[src/rtl/usbcaf_consts.vh]
/*
 * Constants of the USB control, address and frame-number register slice:
 * register offsets, field positions, reset values and timing counts.
 * Assumes a 100 MHz system clock and a 32-bit AXI4-Lite register bus.
 */
`ifndef USBCAF_CONSTS_VH
`define USBCAF_CONSTS_VH

////////////////////////////////////////////////////////////////////////////////
// Register byte offsets
`define UCAF_OFF_CTRL 8'h00
`define UCAF_OFF_ADDR 8'h04
`define UCAF_OFF_FRAME_LOW_BYTE 8'h08
`define UCAF_OFF_FRAME_HIGH_BITS 8'h0C

////////////////////////////////////////////////////////////////////////////////
// Control register fields
`define UCAF_CTRL_ENABLE 0
`define UCAF_CTRL_PPRST 1
`define UCAF_CTRL_RESUME 2
`define UCAF_CTRL_HOST 3
`define UCAF_CTRL_BUSRST 4
`define UCAF_CTRL_PACKET_PROCESSING_DISABLE 5
`define UCAF_CTRL_SE0 6
`define UCAF_CTRL_JSTATE 7

// Address register fields
`define UCAF_ADDR_LS 7
`define UCAF_ADDR_DEV_HI 6
`define UCAF_ADDR_DEV_LO 0

// Frame number split
`define UCAF_FRAME_HIGH_BITS_HI 10
`define UCAF_FRAME_HIGH_BITS_LO 8
`define UCAF_FRAME_LOW_BYTE_HI 7
`define UCAF_FRAME_LOW_BYTE_LO 0

////////////////////////////////////////////////////////////////////////////////
// Reset values
`define UCAF_CTRL_RST 6'h00
`define UCAF_ADDR_RST 8'h00
`define UCAF_FRAME_RST 11'h000

// AXI responses
`define UCAF_RESP_OKAY 2'h0
`define UCAF_RESP_SLVERR 2'h2

////////////////////////////////////////////////////////////////////////////////
// Timing
`define UCAF_CLK_NS 10
`define UCAF_SOF_PERIOD_NS 1000000
`define UCAF_SOF_CYC (`UCAF_SOF_PERIOD_NS / `UCAF_CLK_NS)
`define UCAF_LS_EOP_NS 1334
`define UCAF_LS_EOP_CYC ((`UCAF_LS_EOP_NS + `UCAF_CLK_NS - 1) / `UCAF_CLK_NS)

`endif

[src/rtl/usbcaf_host_timer.v]
/*
 * Host-side timing: the 1 ms frame-start tick and the low-speed
 * end-of-packet that closes resume signalling.
 * Assumes a synchronous one-cycle host reset pulse from the register slice.
 */
`timescale 1ns/1ns
`default_nettype none
`include "usbcaf_consts.vh"

module usbcaf_host_timer #(
	parameter [31:0] SOF_CYC = `UCAF_SOF_CYC,
	parameter [31:0] EOP_CYC = `UCAF_LS_EOP_CYC
) (
	// Clock and reset
	input wire clock_i,
	input wire rst_i,
	// Control
	input wire host_reset_i,
	input wire sof_enable_i,
	input wire resume_fall_i,
	// Results
	output reg sof_tick_o,
	output reg ls_eop_o
);

localparam [16:0] SOF_LAST = SOF_CYC[16:0] - 17'h00001;
localparam [7:0] EOP_LAST = EOP_CYC[7:0] - 8'h01;

reg [16:0] sof_cnt_q;
reg [7:0] eop_cnt_q;

////////////////////////////////////////////////////////////////////////////////
// Frame-start period; restarts whenever generation is off
always @(posedge clock_i or posedge rst_i) begin
	if (rst_i) begin
		sof_cnt_q <= 17'h00000;
		sof_tick_o <= 1'b0;
	end else if (host_reset_i || !sof_enable_i) begin
		sof_cnt_q <= 17'h00000;
		sof_tick_o <= 1'b0;
	end else if (sof_cnt_q == SOF_LAST) begin
		sof_cnt_q <= 17'h00000;
		sof_tick_o <= 1'b1;
	end else begin
		sof_cnt_q <= sof_cnt_q + 17'h00001;
		sof_tick_o <= 1'b0;
	end
end

////////////////////////////////////////////////////////////////////////////////
// Low-speed EOP window after resume is dropped
always @(posedge clock_i or posedge rst_i) begin
	if (rst_i) begin
		eop_cnt_q <= 8'h00;
		ls_eop_o <= 1'b0;
	end else if (host_reset_i) begin
		eop_cnt_q <= 8'h00;
		ls_eop_o <= 1'b0;
	end else if (resume_fall_i) begin
		eop_cnt_q <= 8'h00;
		ls_eop_o <= 1'b1;
	end else if (ls_eop_o) begin
		if (eop_cnt_q == EOP_LAST) begin
			ls_eop_o <= 1'b0;
		end
		eop_cnt_q <= eop_cnt_q + 8'h01;
	end
end

endmodule
`default_nettype wire

[src/rtl/usbcaf_regs.v]
/*
 * USB control, device address and frame-number registers behind an
 * AXI4-Lite slave, with mode-dependent control outputs to the USB engine.
 * Assumes the packet engine reports token activity, SETUP receipt and
 * received frame numbers synchronously to clock_i.
 */
// Design decisions made here: the register offsets and register access over AXI4-Lite.
// Behaviour
// - Writing one to control bit 1 sends all ping-pong pointers to even bank.
// - Device mode: control bit 0 enables the USB module and its circuitry.
// - Host mode: control bit 0 enables a frame-start token every millisecond.
// - Any toggle of the host enable bit resets all host control logic.
// - Host mode: clearing resume appends a low-speed end-of-packet on the bus.
// - Address bit 7 makes the next token run at low speed, else full speed.
// - Address bits 6 to 0 hold the device address, read/write, reset zero.
// - Frame low register shows frame bits 7..0, reloaded on each received SOF while control bit 0 or host mode is set.
// - Frame high register shows frame bits 10..8, updated with the low byte.
// - Unimplemented bits read zero: 31..3 in frame high, 31..8 elsewhere.
// - Host mode: token-busy reads one while a token executes, else zero.
// - Device mode: a received SETUP sets packet-disable, halting token processing.
`timescale 1ns/1ns
`default_nettype none
`include "usbcaf_consts.vh"

module usbcaf_regs #(
	parameter [31:0] SOF_CYC = `UCAF_SOF_CYC
) (
	// Clock and reset
	input wire clock_i,
	input wire rst_i,
	// AXI4-Lite write address
	input wire [7:0] s_axi_awaddr,
	input wire s_axi_awvalid,
	output reg s_axi_awready,
	// AXI4-Lite write data
	input wire [31:0] s_axi_wdata,
	input wire [3:0] s_axi_wstrb,
	input wire s_axi_wvalid,
	output reg s_axi_wready,
	// AXI4-Lite write response
	output reg [1:0] s_axi_bresp,
	output reg s_axi_bvalid,
	input wire s_axi_bready,
	// AXI4-Lite read address
	input wire [7:0] s_axi_araddr,
	input wire s_axi_arvalid,
	output reg s_axi_arready,
	// AXI4-Lite read data
	output reg [31:0] s_axi_rdata,
	output reg [1:0] s_axi_rresp,
	output reg s_axi_rvalid,
	input wire s_axi_rready,
	// USB engine status
	input wire jstate_i,
	input wire se0_i,
	input wire token_busy_i,
	input wire setup_rx_i,
	input wire sof_rx_i,
	input wire [10:0] sof_frame_i,
	// USB engine control
	output reg module_enable_o,
	output reg pingpong_reset_o,
	output reg resume_o,
	output reg bus_reset_o,
	output reg host_mode_o,
	output reg host_logic_reset_o,
	output reg packet_disable_o,
	output reg low_speed_next_token_o,
	output reg [6:0] device_address_o,
	output wire sof_tick_o,
	output wire ls_eop_o
);

// Register index returned by the decoder
localparam [2:0] REG_CTRL = 3'h0;
localparam [2:0] REG_ADDR = 3'h1;
localparam [2:0] REG_FRAME_LOW_BYTE = 3'h2;
localparam [2:0] REG_FRAME_HIGH_BITS = 3'h3;
localparam [2:0] REG_NONE = 3'h4;

// Control register storage, bits 5..0 (bits 7,6 are live inputs)
reg [5:0] ctrl_q;
reg [5:0] ctrl_d;
reg [7:0] addr_q;
reg [10:0] frame_q;
reg host_prev_q;
reg resume_prev_q;

// Write channel holding
reg aw_have_q;
reg w_have_q;
reg [7:0] aw_addr_q;
reg [7:0] w_data_q;
reg w_lane0_q;

wire wr_fire;
wire [2:0] wr_sel;
wire [2:0] rd_sel;
wire host_reset_pulse;
wire resume_fall;
wire usb_active;
wire ctrl_wr;
wire addr_wr;
reg [7:0] rd_byte;

////////////////////////////////////////////////////////////////////////////////
// Address decode shared by both directions; word-aligned, low bits ignored
function [2:0] reg_decode;
	input [7:0] addr;
	reg [7:0] word;
	begin
		word = {addr[7:2], 2'h0};
		if (word == `UCAF_OFF_CTRL) begin
			reg_decode = REG_CTRL;
		end else if (word == `UCAF_OFF_ADDR) begin
			reg_decode = REG_ADDR;
		end else if (word == `UCAF_OFF_FRAME_LOW_BYTE) begin
			reg_decode = REG_FRAME_LOW_BYTE;
		end else if (word == `UCAF_OFF_FRAME_HIGH_BITS) begin
			reg_decode = REG_FRAME_HIGH_BITS;
		end else begin
			reg_decode = REG_NONE;
		end
	end
endfunction

// Register write strobe; a cleared low byte lane leaves the register alone
function wr_hit;
	input fire;
	input lane;
	input [2:0] sel;
	input [2:0] target;
	begin
		wr_hit = fire && lane && (sel == target);
	end
endfunction

// Unmapped offsets answer with a slave error and change nothing
function [1:0] resp_code;
	input [2:0] sel;
	begin
		if (sel == REG_NONE) begin
			resp_code = `UCAF_RESP_SLVERR;
		end else begin
			resp_code = `UCAF_RESP_OKAY;
		end
	end
endfunction

assign wr_sel = reg_decode(aw_addr_q);
assign rd_sel = reg_decode(s_axi_araddr);
// Write happens once both halves are held and no response is pending
assign wr_fire = aw_have_q && w_have_q && !s_axi_bvalid;
assign ctrl_wr = wr_hit(wr_fire, w_lane0_q, wr_sel, REG_CTRL);
assign addr_wr = wr_hit(wr_fire, w_lane0_q, wr_sel, REG_ADDR);

////////////////////////////////////////////////////////////////////////////////
// Write address and data capture, in either order
always @(posedge clock_i or posedge rst_i) begin
	if (rst_i) begin
		aw_have_q <= 1'b0;
		w_have_q <= 1'b0;
		aw_addr_q <= 8'h00;
		w_data_q <= 8'h00;
		w_lane0_q <= 1'b0;
		s_axi_awready <= 1'b0;
		s_axi_wready <= 1'b0;
	end else begin
		if (s_axi_awvalid && s_axi_awready) begin
			aw_have_q <= 1'b1;
			aw_addr_q <= s_axi_awaddr;
		end else if (wr_fire) begin
			aw_have_q <= 1'b0;
		end
		if (s_axi_wvalid && s_axi_wready) begin
			w_have_q <= 1'b1;
			w_data_q <= s_axi_wdata[7:0];
			w_lane0_q <= s_axi_wstrb[0];
		end else if (wr_fire) begin
			w_have_q <= 1'b0;
		end
		// Ready only while the holding slot is free; one cycle pulse per beat
		s_axi_awready <= !aw_have_q && !s_axi_awready && s_axi_awvalid;
		s_axi_wready <= !w_have_q && !s_axi_wready && s_axi_wvalid;
	end
end

////////////////////////////////////////////////////////////////////////////////
// Write response
always @(posedge clock_i or posedge rst_i) begin
	if (rst_i) begin
		s_axi_bvalid <= 1'b0;
		s_axi_bresp <= `UCAF_RESP_OKAY;
	end else if (wr_fire) begin
		s_axi_bvalid <= 1'b1;
		s_axi_bresp <= resp_code(wr_sel);
	end else if (s_axi_bready) begin
		s_axi_bvalid <= 1'b0;
	end
end

////////////////////////////////////////////////////////////////////////////////
// Control register next value
always @* begin
	ctrl_d = ctrl_q;
	if (ctrl_wr) begin
		ctrl_d = w_data_q[5:0];
		// Packet-disable is host-read-only busy in host mode
		if (ctrl_q[`UCAF_CTRL_HOST]) begin
			ctrl_d[`UCAF_CTRL_PACKET_PROCESSING_DISABLE] = ctrl_q[`UCAF_CTRL_PACKET_PROCESSING_DISABLE];
		end
	end
	// A SETUP arriving with a software clear still sets the bit
	if (setup_rx_i && !ctrl_q[`UCAF_CTRL_HOST]) begin
		ctrl_d[`UCAF_CTRL_PACKET_PROCESSING_DISABLE] = 1'b1;
	end
end

always @(posedge clock_i or posedge rst_i) begin
	if (rst_i) begin
		ctrl_q <= `UCAF_CTRL_RST;
		host_prev_q <= 1'b0;
		resume_prev_q <= 1'b0;
	end else begin
		ctrl_q <= ctrl_d;
		host_prev_q <= ctrl_q[`UCAF_CTRL_HOST];
		resume_prev_q <= ctrl_q[`UCAF_CTRL_RESUME];
	end
end

assign host_reset_pulse = host_prev_q != ctrl_q[`UCAF_CTRL_HOST];
// Only a host drops resume with a trailing low-speed EOP
assign resume_fall = resume_prev_q && !ctrl_q[`UCAF_CTRL_RESUME] &&
	ctrl_q[`UCAF_CTRL_HOST];
assign usb_active = ctrl_q[`UCAF_CTRL_ENABLE] || ctrl_q[`UCAF_CTRL_HOST];

////////////////////////////////////////////////////////////////////////////////
// Address register
always @(posedge clock_i or posedge rst_i) begin
	if (rst_i) begin
		addr_q <= `UCAF_ADDR_RST;
	end else if (addr_wr) begin
		addr_q <= w_data_q;
	end
end

////////////////////////////////////////////////////////////////////////////////
// Frame number, captured whole so both halves always match
always @(posedge clock_i or posedge rst_i) begin
	if (rst_i) begin
		frame_q <= `UCAF_FRAME_RST;
	end else if (sof_rx_i && usb_active) begin
		frame_q <= sof_frame_i;
	end
end

////////////////////////////////////////////////////////////////////////////////
// Read path; frame registers ignore writes
always @* begin
	rd_byte = 8'h00;
	if (rd_sel == REG_CTRL) begin
		rd_byte[`UCAF_CTRL_JSTATE] = jstate_i;
		rd_byte[`UCAF_CTRL_SE0] = se0_i;
		rd_byte[`UCAF_CTRL_BUSRST] = ctrl_q[`UCAF_CTRL_BUSRST];
		rd_byte[`UCAF_CTRL_HOST] = ctrl_q[`UCAF_CTRL_HOST];
		rd_byte[`UCAF_CTRL_RESUME] = ctrl_q[`UCAF_CTRL_RESUME];
		rd_byte[`UCAF_CTRL_PPRST] = ctrl_q[`UCAF_CTRL_PPRST];
		rd_byte[`UCAF_CTRL_ENABLE] = ctrl_q[`UCAF_CTRL_ENABLE];
		if (ctrl_q[`UCAF_CTRL_HOST]) begin
			// Lets software hold off token writes while busy
			rd_byte[`UCAF_CTRL_PACKET_PROCESSING_DISABLE] = token_busy_i;
		end else begin
			rd_byte[`UCAF_CTRL_PACKET_PROCESSING_DISABLE] = ctrl_q[`UCAF_CTRL_PACKET_PROCESSING_DISABLE];
		end
	end else if (rd_sel == REG_ADDR) begin
		rd_byte = addr_q;
	end else if (rd_sel == REG_FRAME_LOW_BYTE) begin
		rd_byte = frame_q[`UCAF_FRAME_LOW_BYTE_HI:`UCAF_FRAME_LOW_BYTE_LO];
	end else if (rd_sel == REG_FRAME_HIGH_BITS) begin
		rd_byte = {5'h00, frame_q[`UCAF_FRAME_HIGH_BITS_HI:`UCAF_FRAME_HIGH_BITS_LO]};
	end
end

always @(posedge clock_i or posedge rst_i) begin
	if (rst_i) begin
		s_axi_arready <= 1'b0;
		s_axi_rvalid <= 1'b0;
		s_axi_rdata <= 32'h00000000;
		s_axi_rresp <= `UCAF_RESP_OKAY;
	end else begin
		s_axi_arready <= !s_axi_arready && !s_axi_rvalid && s_axi_arvalid;
		if (s_axi_arvalid && s_axi_arready) begin
			s_axi_rvalid <= 1'b1;
			s_axi_rdata <= {24'h000000, rd_byte};
			s_axi_rresp <= resp_code(rd_sel);
		end else if (s_axi_rready) begin
			s_axi_rvalid <= 1'b0;
		end
	end
end

////////////////////////////////////////////////////////////////////////////////
// Registered control outputs
always @(posedge clock_i or posedge rst_i) begin
	if (rst_i) begin
		module_enable_o <= 1'b0;
		pingpong_reset_o <= 1'b0;
		resume_o <= 1'b0;
		bus_reset_o <= 1'b0;
		host_mode_o <= 1'b0;
		host_logic_reset_o <= 1'b0;
		packet_disable_o <= 1'b0;
		low_speed_next_token_o <= 1'b0;
		device_address_o <= 7'h00;
	end else begin
		module_enable_o <= ctrl_q[`UCAF_CTRL_ENABLE] && !ctrl_q[`UCAF_CTRL_HOST];
		// Held while the bit stays set; a zero write never pulses it
		pingpong_reset_o <= ctrl_q[`UCAF_CTRL_PPRST];
		resume_o <= ctrl_q[`UCAF_CTRL_RESUME];
		bus_reset_o <= ctrl_q[`UCAF_CTRL_BUSRST];
		host_mode_o <= ctrl_q[`UCAF_CTRL_HOST];
		host_logic_reset_o <= host_reset_pulse;
		packet_disable_o <= ctrl_q[`UCAF_CTRL_PACKET_PROCESSING_DISABLE] && !ctrl_q[`UCAF_CTRL_HOST];
		low_speed_next_token_o <= addr_q[`UCAF_ADDR_LS];
		device_address_o <= addr_q[`UCAF_ADDR_DEV_HI:`UCAF_ADDR_DEV_LO];
	end
end

////////////////////////////////////////////////////////////////////////////////
// Host timing; a host toggle restarts the frame timer and cancels an EOP
usbcaf_host_timer #(
	.SOF_CYC(SOF_CYC),
	.EOP_CYC(`UCAF_LS_EOP_CYC)
) u_timer (
	.clock_i(clock_i),
	.rst_i(rst_i),
	.host_reset_i(host_reset_pulse),
	.sof_enable_i(ctrl_q[`UCAF_CTRL_HOST] && ctrl_q[`UCAF_CTRL_ENABLE]),
	.resume_fall_i(resume_fall),
	.sof_tick_o(sof_tick_o),
	.ls_eop_o(ls_eop_o)
);

endmodule
`default_nettype wire

[config.mk]
export PLATFORM = sky130hd
export DESIGN_NAME = usbcaf_regs
export DESIGN_NICKNAME = d
export VERILOG_FILES = /design/src/rtl/usbcaf_host_timer.v /design/src/rtl/usbcaf_regs.v
export VERILOG_INCLUDE_DIRS = /design/src /design/src/rtl
export SDC_FILE = /design/constraint.sdc
export NUM_CORES = 1
export LEC_CHECK = 0
export ABC_AREA = 1
export BUFFER_PORTS_ARGS = -buffer_cell sky130_fd_sc_hd__buf_2
export CORE_ASPECT_RATIO = 1.1
export CORE_MARGIN = 4
export CORE_UTILIZATION = 35
export DETAILED_ROUTE_END_ITERATION = 16
export GPL_TIMING_DRIVEN = 0
export PLACE_DENSITY = 0.6
export SLEW_MARGIN = 20
export SYNTH_ARGS = -nofsm -noshare
export SYNTH_HDL_FRONTEND = slang
export SYNTH_SLANG_ARGS = --single-unit
[constraint.sdc]
create_clock -name clock_i -period 3.9 [get_ports clock_i]
set_input_delay 0.78 -clock clock_i [delete_from_list [all_inputs] [get_ports clock_i]]
set_output_delay 0.78 -clock clock_i [all_outputs]
set_load 0.01 [all_outputs]
==> impl_results.md, run 1 <==
* Clock buffers created by TritonCTS at 9
* Number of buffers added to fix hold violations after cts at 0
* Die Ht at 128 µm
* Sequential share of the synthesized area at 0.543
* All-Layer GR Usage at 0.141
* Last weighted congestion value of the routability-driven placer at 0.856
* Worst Setup Path Type: reg -> out
* Fin. max-slew vios at 0
* CP Capture Point: ls_eop_o
* Detailed-route via count at 3511
* CTS-repair resized insts at 0
* Largest fanout on the critical path at 6
* GRT Residual Overflow at 0
* Mux share of post-synthesis cell area at 0.0395
* Worst skew pair latency at 340 ps
* Max Fclk at 584 MHz
* Area of the die at 14900 µm²
* Unrepaired setup endpoints after global routing: false
* Maximum number of pins on one net before global-route repair at 66
* Post-Syn Area at 4560 µm²
* Final cell area excluding filler cells at 5600 µm²
* Layout fillers at 1271
* Placement Cell Area at 5260 µm²
* Width of the chip at 117 µm
* Type of element capturing the critical path: primary output
* Cells traversed along the worst timing path: buf_2
* Core ar. at 12700 µm²
* Total number of yosys warnings at 0
* Power after layout at 0.00312 W
* Number of remaining DRC errors at 0
* Final cell utilization of the core at 0.441
* Worst slew slack as a fraction of its limit at 0.651
* Xor and xnor area share after synthesis at 0.0192
* Result of the run: finished clean
* Area growth from synthesis to final layout at 22.7%
* Global-route wire length before repair at 16700 µm
* R2r setup slk at 2280 ps
* Cell count of the worst reg-to-reg path at 8
* Number of antenna violations at the first check in global routing at 0
* Number of nets in the final layout at 699
* Cell count after synthesis at 509
* Longest individual stage delay on the worst path at 430 ps
* Avg Synthesized Cell Area at 8.96 µm²
* Placed wire-length estimate at 7490 µm
* Antenna diode count at 0
* Clock tree from TritonCTS: done
* Via count of the first global-routing pass at 3534
* Final hold vios at 0
* Post-CTS setup repair buffer count at 0
* Final setup violation count at 0
* Clock tree root buffer cell: sky130_fd_sc_hd__clkbuf_16
* Total clock sinks at 99
* Worst slew pin tran at 523 ps
* Power per standard cell area at 557 nW/µm²
* Post-route antenna net violation count at 0
* Min-Delay Path Class: reg -> reg
* Worst voltage drop across the vdd grid at 0.366 mV
* Number of logic stages on the critical path including buffering at 1
* Max Root-Sink Buffers at 2
* Critical path startpoint category: flip-flop
* TNS Setup at 0 ps
* CP max stage cell: sky130_fd_sc_hd__dfrtp_1
* Max-cap check violation count at 0
* Number of vias per cell at 4.49
* Arrival @ worst endpoint at 930 ps
* Tmin final at 1710 ps
* Adder-Cell Fraction of Synth Area at 0.00823
* CP delay by family, top: flip-flops
* Effective utilization at floorplan at 0.359
* Buffers and inverters on the worst path at 1
* Worst flop-to-flop path startpoint: u_timer.sof_cnt_q[0]$_DFF_PP0_
* First DRT Iteration DRCs at 214
* First-pass detailed-route iteration total at 4
* End of the worst register-to-register path: u_timer.sof_cnt_q[15]$_DFF_PP0_
* Share of post-route cells with drive strength above 1 at 0.248
* Compound-Gate Fraction of Synth Area at 0.0661
* Crit. Startpoint: u_timer.ls_eop_o$_DFF_PP0_
* Number of buffers added on ports at 75
* Data required time of the critical path at 3120 ps
* Clock Pin Slew Worst Setup and Hold Paths at 70 ps
* Leak at 2.84 nW
* Avg WL per Cell at 12.7 µm
* Part of the cycle the worst path needs at 0.439
* I/O pin count at 133
* Total number of H-tree levels at 3
* Number of unique standard cell types used by synthesis at 31
* Area share of and/or/nand/nor cells after synthesis at 0.221
* Count of standard-cell rows at 43
* Combinational family with the most area after synthesis: simple AND/OR/NAND/NOR gates
* Number of flip-flops and latches in the synthesized netlist at 99
* Wire length reported by the detailed router at 9950 µm
* Setup Skew at 5.15 ps
layout by cell type, fill, tap and decap left out, types with 2 or more instances in the layout:
cell / Yosys / layout
sky130_fd_sc_hd__a21oi_1: 16 / 16
sky130_fd_sc_hd__buf_2: 2 / 77
sky130_fd_sc_hd__buf_4: 28 / 28
sky130_fd_sc_hd__buf_6: 2 / 2
sky130_fd_sc_hd__bufinv_16: 0 / 3
sky130_fd_sc_hd__clkbuf_1: 3 / 3
sky130_fd_sc_hd__clkbuf_16: 0 / 9
sky130_fd_sc_hd__clkinvlp_4: 0 / 2
sky130_fd_sc_hd__conb_1: 1 / 26
sky130_fd_sc_hd__dfrtp_1: 99 / 99
sky130_fd_sc_hd__ha_1: 3 / 3
sky130_fd_sc_hd__inv_1: 56 / 55
sky130_fd_sc_hd__inv_6: 0 / 2
sky130_fd_sc_hd__mux2_2: 16 / 16
sky130_fd_sc_hd__nand2_1: 87 / 87
sky130_fd_sc_hd__nand3_1: 29 / 29
sky130_fd_sc_hd__nand4_1: 11 / 11
sky130_fd_sc_hd__nor2_1: 96 / 96
sky130_fd_sc_hd__nor2_2: 2 / 2
sky130_fd_sc_hd__nor3_1: 2 / 2
sky130_fd_sc_hd__nor3b_1: 3 / 3
sky130_fd_sc_hd__o21ai_0: 25 / 25
sky130_fd_sc_hd__o21ai_2: 8 / 8
sky130_fd_sc_hd__xor2_1: 9 / 9
cells by family (layout without fill, tap and decap cells):
kind of cell,Yosys count,count (layout)
XOR/XNOR,10,10
AND/OR/NAND/NOR,236,236
adder cells (fa/ha/maj),3,3
multiplexers,16,16
AO/OA/AOI/OAI,53,53
other,1,26
flip-flops,99,99
buffers and inverters,91,182
worst min-delay path by stage:
| stage | depth (start not counted) | slack, ps | start | to |
|---|---|---|---|---|
| after floorplan | 0 | 350 | ctrl_q[1]$_DFFE_PP0P_ | pingpong_reset_o$_DFF_PP0_ |
| after global placement | 0 | 360 | ctrl_q[3]$_DFFE_PP0P_ | host_mode_o$_DFF_PP0_ |
| after detailed placement | 0 | 370 | ctrl_q[3]$_DFFE_PP0P_ | host_mode_o$_DFF_PP0_ |
| after CTS | 0 | 390 | ctrl_q[3]$_DFFE_PP0P_ | host_mode_o$_DFF_PP0_ |
| after global routing | 0 | 400 | ctrl_q[3]$_DFFE_PP0P_ | host_mode_o$_DFF_PP0_ |
| final | 0 | 380 | ctrl_q[3]$_DFFE_PP0P_ | host_mode_o$_DFF_PP0_ |
stage by stage:
| step | instances | setup WS (ps) | hold WS, ps |
|---|---|---|---|
| finish | 782 | 2190 | 384 |
| global route | 782 | 2110 | 395 |
| CTS | 782 | 2170 | 389 |
| detailed placement | 767 | 1940 | 370 |
| global placement | 766 | -678 | 363 |
| floorplan | 534 | 530 | 354 |
flip-flops by register name (all words and copies together), names as in the netlist, 6 cells and up:
signal	cells
u_timer.sof_cnt_q	17
aw_addr_q	6
ctrl_q	6
s_axi_rdata	8
frame_q	11
w_data_q	8
u_timer.eop_cnt_q	8
addr_q	8
device_address_o	7
power by group:
group | total (W) | switching [W] | internal (W)
logic | 0.000637 | 0.000356 | 0.000281
registers | 0.00146 | 0.000163 | 0.00130
clock network | 0.00101 | 0.000389 | 0.000626
final cells by class:
class	count	area [µm²]	area share
clock inverters	6	114	0.0203
well taps	157	196	0.0351
multi-input cells	344	1710	0.306
clock buffers	9	225	0.0402
repair buffers	76	403	0.0720
flip-flops and latches	99	2480	0.443
plain buffers	35	254	0.0454
inverters	56	215	0.0384
synthesized netlist by cell type, drive strengths merged:
master  count  share of area
xnor2       1         0.0019
o21bai      1         0.0016
nor2       99          0.084
buf        32          0.053
o21a        1         0.0016
inv        56          0.046
mux2       16          0.040
and2        1         0.0014
nand3      30          0.034
nand2      87          0.072
or2         1         0.0014
o21ai      34          0.044
nand4      12          0.018
nor3b       3         0.0049
clkbuf      3         0.0025
a31oi       1         0.0014
ha          3         0.0082
conb        1        0.00082
a21oi      16          0.018
nor3        3         0.0058
dfrtp      99           0.54
xor2        9          0.017
layer usage:
layer  up-vias  GRT usage  routed length [µm]
li1       1785          -                   -
met1      1647      0.190                4580
met2        68      0.229                4830
met3        11     0.0255                 397
met4         0     0.0445                 141
met5         -          0                   0
(Power assumes the default switching activity.)
==> run 2, diff against run 1 <==
Settings changed: PLACE_DENSITY 0.6 to 0.62.
Clock period 3.9 ns to 1.38 ns, I/O delays scaled along.
==> run 2 against run 1 <==
- non-clock buffer count grew 16
- setup slack lost 2200 ps
- cell count grew 2.2%
- via count grew 3.3%
- die area is the same
- hold slack lost 270 ps
- largest power group unchanged
==> impl_results.md, run 2 (same netlist as run 1, synthesis figures left out) <==
* Result of the run: finished clean
* All-Layer GR Usage at 0.143 (+0.00276)
* Unrepaired setup endpoints after global routing: true
* Total number of H-tree levels at 3 (unchanged)
* Internal power at 0.00614 W (+180%)
* Layout fillers at 1246 (-2.0%)
* Number of remaining DRC errors at 0 (unchanged)
* Final cell utilization of the core at 0.464 (+0.0228)
* Number of antenna violations at the first check in global routing at 0 (unchanged)
* Max Root-Sink Buffers at 2 (unchanged)
* Leading cell type in the layout, fill and taps excluded: sky130_fd_sc_hd__dfrtp_1
* Clock tree root buffer cell: sky130_fd_sc_hd__clkbuf_16
* Clock Pin Slew Worst Setup and Hold Paths at 70 ps (about the same)
* First DRT Iteration DRCs at 148 (-31%)
* Via count of the first global-routing pass at 3553 (+0.54%)
* Multi-input combinational cell area at 1870 µm² (+8.9%)
* Detailed-route via count at 3628 (+3.3%)
* Switching power summed over all nets at 0.00268 W (+200%)
* Sequential standard cell area at 2480 µm² (+0.10%)
* Last weighted congestion value of the routability-driven placer at 0.862 (+0.67%)
* Tmin final at 1350 ps
* Worst slew pin tran at 629 ps (+106 ps)
* Final cell area excluding filler cells at 5890 µm² (+5.2%)
* Worst Setup Path Type: reg -> reg
* Largest register by flop count: u_timer.sof_cnt_q
* First-pass detailed-route iteration total at 4 (unchanged)
* Arrival @ worst endpoint at 1580 ps (+650 ps)
* Largest registers: u_timer.sof_cnt_q: 17 flops, frame_q: 11 flops
* Largest fanout on the critical path at 6 (unchanged)
* Worst slew slack as a fraction of its limit at 0.580 (-0.0715)
* Data required time of the critical path at 1610 ps (-1510 ps)
* Effective utilization at floorplan at 0.359 (unchanged)
* R2r setup slk at 30 ps (-2250 ps)
* Min-Delay Path Class: in -> reg
* Clock share of power at 0.289 (-0.037)
* Clock tree from TritonCTS: done
* Sequential Power Share at 0.473 (+0.003)
* Count of standard-cell rows at 43 (unchanged)
* Post-route antenna net violation count at 0 (unchanged)
* Clock buffers created by TritonCTS at 9 (unchanged)
* Placement Cell Area at 5290 µm² (+0.59%)
* Setup Skew at 7.66 ps (+2.51 ps)
* Final setup violation count at 0 (unchanged)
* Final hold vios at 0 (unchanged)
* Number of buffers added on ports at 75 (unchanged)
* Maximum number of pins on one net before global-route repair at 34 (-48%)
* Number of vias per cell at 4.54 (+1.1%)
* Power after layout at 0.00882 W (+180%)
* Fin. max-slew vios at 0 (unchanged)
* Share of post-route cells with drive strength above 1 at 0.301 (+0.0526)
* Critical path startpoint category: flip-flop
* Global-route wire length before repair at 16800 µm (+1.1%)
* Leak at 2.98 nW (+5.0%)
* Area growth from synthesis to final layout at 29.1%
* Power per standard cell area at 1500 nW/µm² (+170%)
* Worst skew pair latency at 350 ps (about the same)
* Antenna diode count at 0 (unchanged)
* Type of element capturing the critical path: flip-flop
* Number of nets in the final layout at 715 (+2.3%)
* Max-cap check violation count at 0 (unchanged)
* Max Fclk at 741 MHz
* Fraction of power consumed by combinational cells at 0.238 (+0.034)
* Avg WL per Cell at 13.3 µm (+4.2%)
* GRT Residual Overflow at 0 (unchanged)
* Worst voltage drop across the vdd grid at 0.955 mV (+160%)
* Die Ht at 128 µm (unchanged)
* I/O pin count at 133 (unchanged)
* Total clock sinks at 99 (unchanged)
* Wire length reported by the detailed router at 10600 µm (+6.4%)
* Area of the die at 14900 µm² (unchanged)
* Placed wire-length estimate at 7590 µm (+1.4%)
* Part of the cycle the worst path needs at 0.978
* Most frequent cells in the layout: 97 x sky130_fd_sc_hd__dfrtp_1, 90 x sky130_fd_sc_hd__nor2_1, 84 x sky130_fd_sc_hd__nand2_1
* Switching Share at 0.304 (+0.0125)
* Width of the chip at 117 µm (unchanged)
* Core ar. at 12700 µm² (unchanged)
* Number of flip-flops in the largest register at 17 (unchanged)
* Final hold slack at 111 ps (-273 ps)
==> run 2: cell types whose count changed in the layout (fill, tap and decap cells not counted), moves of 3 or more <==
cell / delta
sky130_fd_sc_hd__buf_12: +4
sky130_fd_sc_hd__buf_4: +9
sky130_fd_sc_hd__clkinv_2: +3
sky130_fd_sc_hd__inv_1: -3
sky130_fd_sc_hd__mux2_2: -10
sky130_fd_sc_hd__mux2_4: +10
sky130_fd_sc_hd__nand2_1: -3
sky130_fd_sc_hd__nor2_1: -6
sky130_fd_sc_hd__nor2_4: +4
==> run 2: final cells by class <==
| cell class | count | area share |
|---|---|---|
| Clock inverter | 6 | 0.0106 |
| Tap cell | 157 | 0.0334 |
| Timing Repair Buffer | 93 | 0.0959 |
| Sequential cell | 99 | 0.421 |
| Multi-Input combinational cell | 344 | 0.317 |
| Inverter | 56 | 0.0368 |
| Buffer | 34 | 0.0446 |
| Clock buffer | 10 | 0.0406 |
==> run 2: repair_timing <==
action | 4_1_cts | 5_1_grt
gates resized for setup | 14 | 35
hold buffers | 1 | 0
setup buffers | 5 | 8
pin swaps | 4 | 7
hold endpoints to repair | 13 | 0
gates cloned | 1 | 1
endpoints found under the setup margin | 30 | 35
==> run 2: worst paths after layout <==
check                                           end                  start  cells past startpoint
setup / recovery             frame_q[5]$_DFFE_PP0P_  ctrl_q[3]$_DFFE_PP0P_                      4
hold / removal             s_axi_bvalid$_DFFE_PP0P_           s_axi_bready                      2
setup reg to reg             frame_q[5]$_DFFE_PP0P_  ctrl_q[3]$_DFFE_PP0P_                      4
hold reg to reg                  resume_o$_DFF_PP0_  ctrl_q[2]$_DFFE_PP0P_                      0
max in group asynchronous    frame_q[1]$_DFFE_PP0P_                  rst_i                      5
min in group asynchronous  aw_addr_q[3]$_DFFE_PP0P_                  rst_i                      3
==> run 2: power groups by stage <==
stage	Sequential [W]	Combinational, W	Clock (W)
after global routing	0.00428	0.00235	0.00273
after floorplan	0.00417	0.00115	0
after global placement	0.00418	0.00177	0
after CTS	0.00416	0.00189	0.00261
after detailed placement	0.00419	0.00185	0
final	0.00418	0.00210	0.00255
==> run 2: routing by layer <==
layer | share of wire | wire length (µm) | vias to the layer above | GRT usage
met5 | 0 | 0 | - | 0
met4 | 0.019 | 197 | 0 | 0.0466
met3 | 0.059 | 627 | 15 | 0.0401
met2 | 0.49 | 5150 | 87 | 0.227
met1 | 0.44 | 4620 | 1710 | 0.191
li1 | - | - | 1816 | -
==> run 2: worst max-delay path, cell delays in order, from the launching register on <==
cell and delay, ps:
sky130_fd_sc_hd__dfrtp_1 390, sky130_fd_sc_hd__buf_6 150, sky130_fd_sc_hd__o21ai_4 200, sky130_fd_sc_hd__buf_6 190
sky130_fd_sc_hd__mux2_4 310
==> run 2: stage by stage <==
step	TNS [ps]	cells	setup slack, ps
floorplan	-7090	534	-71.6
global placement	-74920	766	-733
detailed placement	-2920	769	-187
CTS	0	791	0.439
global route	-57.9	799	-13.3
finish	0	799	30.3
==> run 3, diff against run 2 <==
Settings changed: CELL_PAD_IN_SITES_DETAIL_PLACEMENT from default to 1, CELL_PAD_IN_SITES_GLOBAL_PLACEMENT from default to 1, CORE_UTILIZATION 35 to 34, PLACE_DENSITY 0.62 to 0.77.
==> run 3 against run 2 <==
- setup slack better by 19 ps
- via count is 5.0% higher
- sequential power hardly changed
- count of clock-buffer cells in the layout is 1 higher
- critical path depth is 4 higher
- global-route usage increased by 1.8 points
- clock skew hardly changed
- register-to-register slack better by 20 ps
- critical path type unchanged
- largest cell class unchanged
- largest power group unchanged
==> impl_results.md, run 3 (same netlist as run 1, synthesis figures left out) <==
* Result of the run: finished clean
* GRT Residual Overflow at 0 (unchanged)
* Avg WL per Cell at 15.2 µm (+15%)
* Clock Pin Slew Worst Setup and Hold Paths at 70 ps (about the same)
* Leading cell type in the layout, fill and taps excluded: sky130_fd_sc_hd__dfrtp_1
* Tmin final at 1330 ps (-18.6 ps)
* Effective utilization at floorplan at 0.347 (-0.0126)
* Hold wc startpoint: s_axi_bready
* Detailed-route via count at 3809 (+5.0%)
* Leak at 3.02 nW (+1.0%)
* Part of the cycle the worst path needs at 0.965 (-0.0135)
* Number of flip-flops in the largest register at 17 (unchanged)
* Max Fclk at 751 MHz (+1.4%)
* Max-cap check violation count at 0 (unchanged)
* Crit-path most repeated cell: sky130_fd_sc_hd__nand2_2
* Worst skew pair latency at 350 ps (about the same)
* Area growth from synthesis to final layout at 30.3%
* Min-Delay Path Class: in -> reg
* Unrepaired setup endpoints after global routing: true
* I/O pin count at 133 (unchanged)
* Number of nets in the final layout at 721 (+0.84%)
* Number of antenna violations at the first check in global routing at 0 (unchanged)
* Core ar. at 13200 µm² (+3.6%)
* Post-Place Setup Slack at -251 ps (-63.6 ps)
* Placed wire-length estimate at 8740 µm (+15%)
* Largest fanout on the critical path at 6 (unchanged)
* Data required time of the critical path at 1610 ps (about the same)
* Maximum number of pins on one net before global-route repair at 31 (-8.8%)
* Cells traversed along the worst timing path: ha_4, nand3_4, inv_4, nand2_2, nor2_2, nand2_2, nand2_4, nor2_1
* CP max stage cell: sky130_fd_sc_hd__dfrtp_1
* Number of remaining DRC errors at 0 (unchanged)
* Cell count of the worst reg-to-reg path at 8 (+4)
* Longest individual stage delay on the worst path at 400 ps (about the same)
* Total number of H-tree levels at 3 (unchanged)
* Clock tree root buffer cell: sky130_fd_sc_hd__clkbuf_16
* Count of standard-cell rows at 44 (+2.3%)
* Wire length reported by the detailed router at 12300 µm (+16%)
* End of the worst register-to-register path: u_timer.sof_cnt_q[5]$_DFF_PP0_
* Hold endpoint: s_axi_bvalid$_DFFE_PP0P_
* TNS Setup at 0 ps (unchanged)
* Largest register by flop count: u_timer.sof_cnt_q
* Width of the chip at 118 µm (+1.4%)
* Largest registers: u_timer.sof_cnt_q: 17 flops, frame_q: 11 flops
* Clock tree from TritonCTS: done
* Critical path startpoint category: flip-flop
* Power per standard cell area at 1530 nW/µm² (+2.3%)
* Worst Setup Path Type: reg -> reg
* Smallest setup slack after layout at 48.9 ps (+18.6 ps)
* Worst slew pin tran at 879 ps (+250 ps)
* Number of instances on the worst hold path at 2 (unchanged)
* Global-route wire length before repair at 19800 µm (+17%)
* Number of buffers added on ports at 75 (unchanged)
* Worst voltage drop across the vdd grid at 0.974 mV (+1.9%)
* Fin. max-slew vios at 0 (unchanged)
* Last weighted congestion value of the routability-driven placer at 0.884 (+2.5%)
* Antenna diode count at 0 (unchanged)
* Worst flop-to-flop path startpoint: u_timer.sof_cnt_q[0]$_DFF_PP0_
* Max Root-Sink Buffers at 2 (unchanged)
* All-Layer GR Usage at 0.162 (+0.0183)
* Setup Skew at 7.44 ps (-0.227 ps)
* Final hold vios at 0 (unchanged)
* Arrival @ worst endpoint at 1560 ps (-20 ps)
* R2r setup slk at 50 ps (+20 ps)
* Type of element capturing the critical path: flip-flop
* Number of vias per cell at 4.71 (+3.7%)
* Total clock sinks at 99 (unchanged)
* Most frequent cells in the layout: 98 x sky130_fd_sc_hd__dfrtp_1, 91 x sky130_fd_sc_hd__nor2_1, 82 x sky130_fd_sc_hd__nand2_1
* First-pass detailed-route iteration total at 4 (unchanged)
* Final setup violation count at 0 (unchanged)
* First DRT Iteration DRCs at 113 (-24%)
* Worst slew slack as a fraction of its limit at 0.414 (-0.166)
* Clock buffers created by TritonCTS at 9 (unchanged)
* Die Ht at 129 µm (+1.4%)
* Via count of the first global-routing pass at 4004 (+13%)
* Share of post-route cells with drive strength above 1 at 0.309 (+0.00802)
* Post-route antenna net violation count at 0 (unchanged)
* Area of the die at 15300 µm² (+2.7%)
## run 3: cell count changes in the layout (fill, tap and decap cells not counted), sizes merged
cell,previous run,this run
clkinv,4,1
clkbuf,12,14
bufinv,1,2
inv,56,57
buf,124,128
dlymetal6s4s,0,1
## run 3: worst max path at each step
stage,start,endpoint,slack (ps),cells past startpoint
2_1_floorplan,rst_i,addr_q[0]$_DFFE_PP0P_,-70,1
3_3_place_gp,rst_i,frame_q[1]$_DFFE_PP0P_,-770,2
3_5_place_dp,u_timer.sof_cnt_q[0]$_DFF_PP0_,u_timer.sof_cnt_q[7]$_DFF_PP0_,-250,8
4_1_cts,ctrl_q[3]$_DFFE_PP0P_,frame_q[10]$_DFFE_PP0P_,-8,4
5_1_grt,u_timer.sof_cnt_q[1]$_DFF_PP0_,u_timer.sof_cnt_q[15]$_DFF_PP0_,-60,8
6_report,u_timer.sof_cnt_q[0]$_DFF_PP0_,u_timer.sof_cnt_q[5]$_DFF_PP0_,50,8
## run 3: layout make-up
cell class | instances | area, µm²
plain buffers | 35 | 268
clock buffers | 11 | 243
clock inverters | 5 | 82.6
fillers | 1566 | 7220
inverters | 56 | 216
multi-input cells | 344 | 1860
flip-flops and latches | 99 | 2480
well taps | 161 | 201
repair buffers | 98 | 594
## run 3: layer usage
metal / track usage / part of all wire
met5: 0 / 0
met4: 0.0470 / 0.015
met3: 0.0332 / 0.038
met2: 0.297 / 0.53
met1: 0.193 / 0.42
## run 3: metrics by stage
stage	hold WS, ps	util	instance area (µm²)	std cells	total power, W
final	115	0.452	5940	809	0.00911
after global routing	118	0.452	5940	809	0.00966
after CTS	111	0.438	5760	797	0.00903
after detailed placement	332	0.402	5300	773	0.00610
after global placement	363	0.398	5240	770	0.00595
after floorplan	354	-	4660	534	0.00532
## run 3: where the power goes
group | internal, W | switching (W) | leakage [nW]
sequential | 0.00368 | 0.000521 | 1.28
combinational | 0.000966 | 0.00116 | 1.58
clock | 0.00165 | 0.00113 | 0.161
total | 0.00630 | 0.00281 | 3.02
## run 3: worst max-delay path, delay by kind of cell (launching register included)
family        cells  cell delay [ps]
simple gates      6              550
flops             1              400
fa+ha+maj         1              170
buf+inv           1               90
## run 3: what timing repair did
action / 4_1_cts / 5_1_grt
hold buffers: 2 / 0
hold endpoints to repair: 19 / 0
cloned: 1 / 1
endpoints found under the setup margin: 40 / 61
buffers inserted: 5 / 11
pin swaps: 4 / 11
resized for setup: 21 / 29
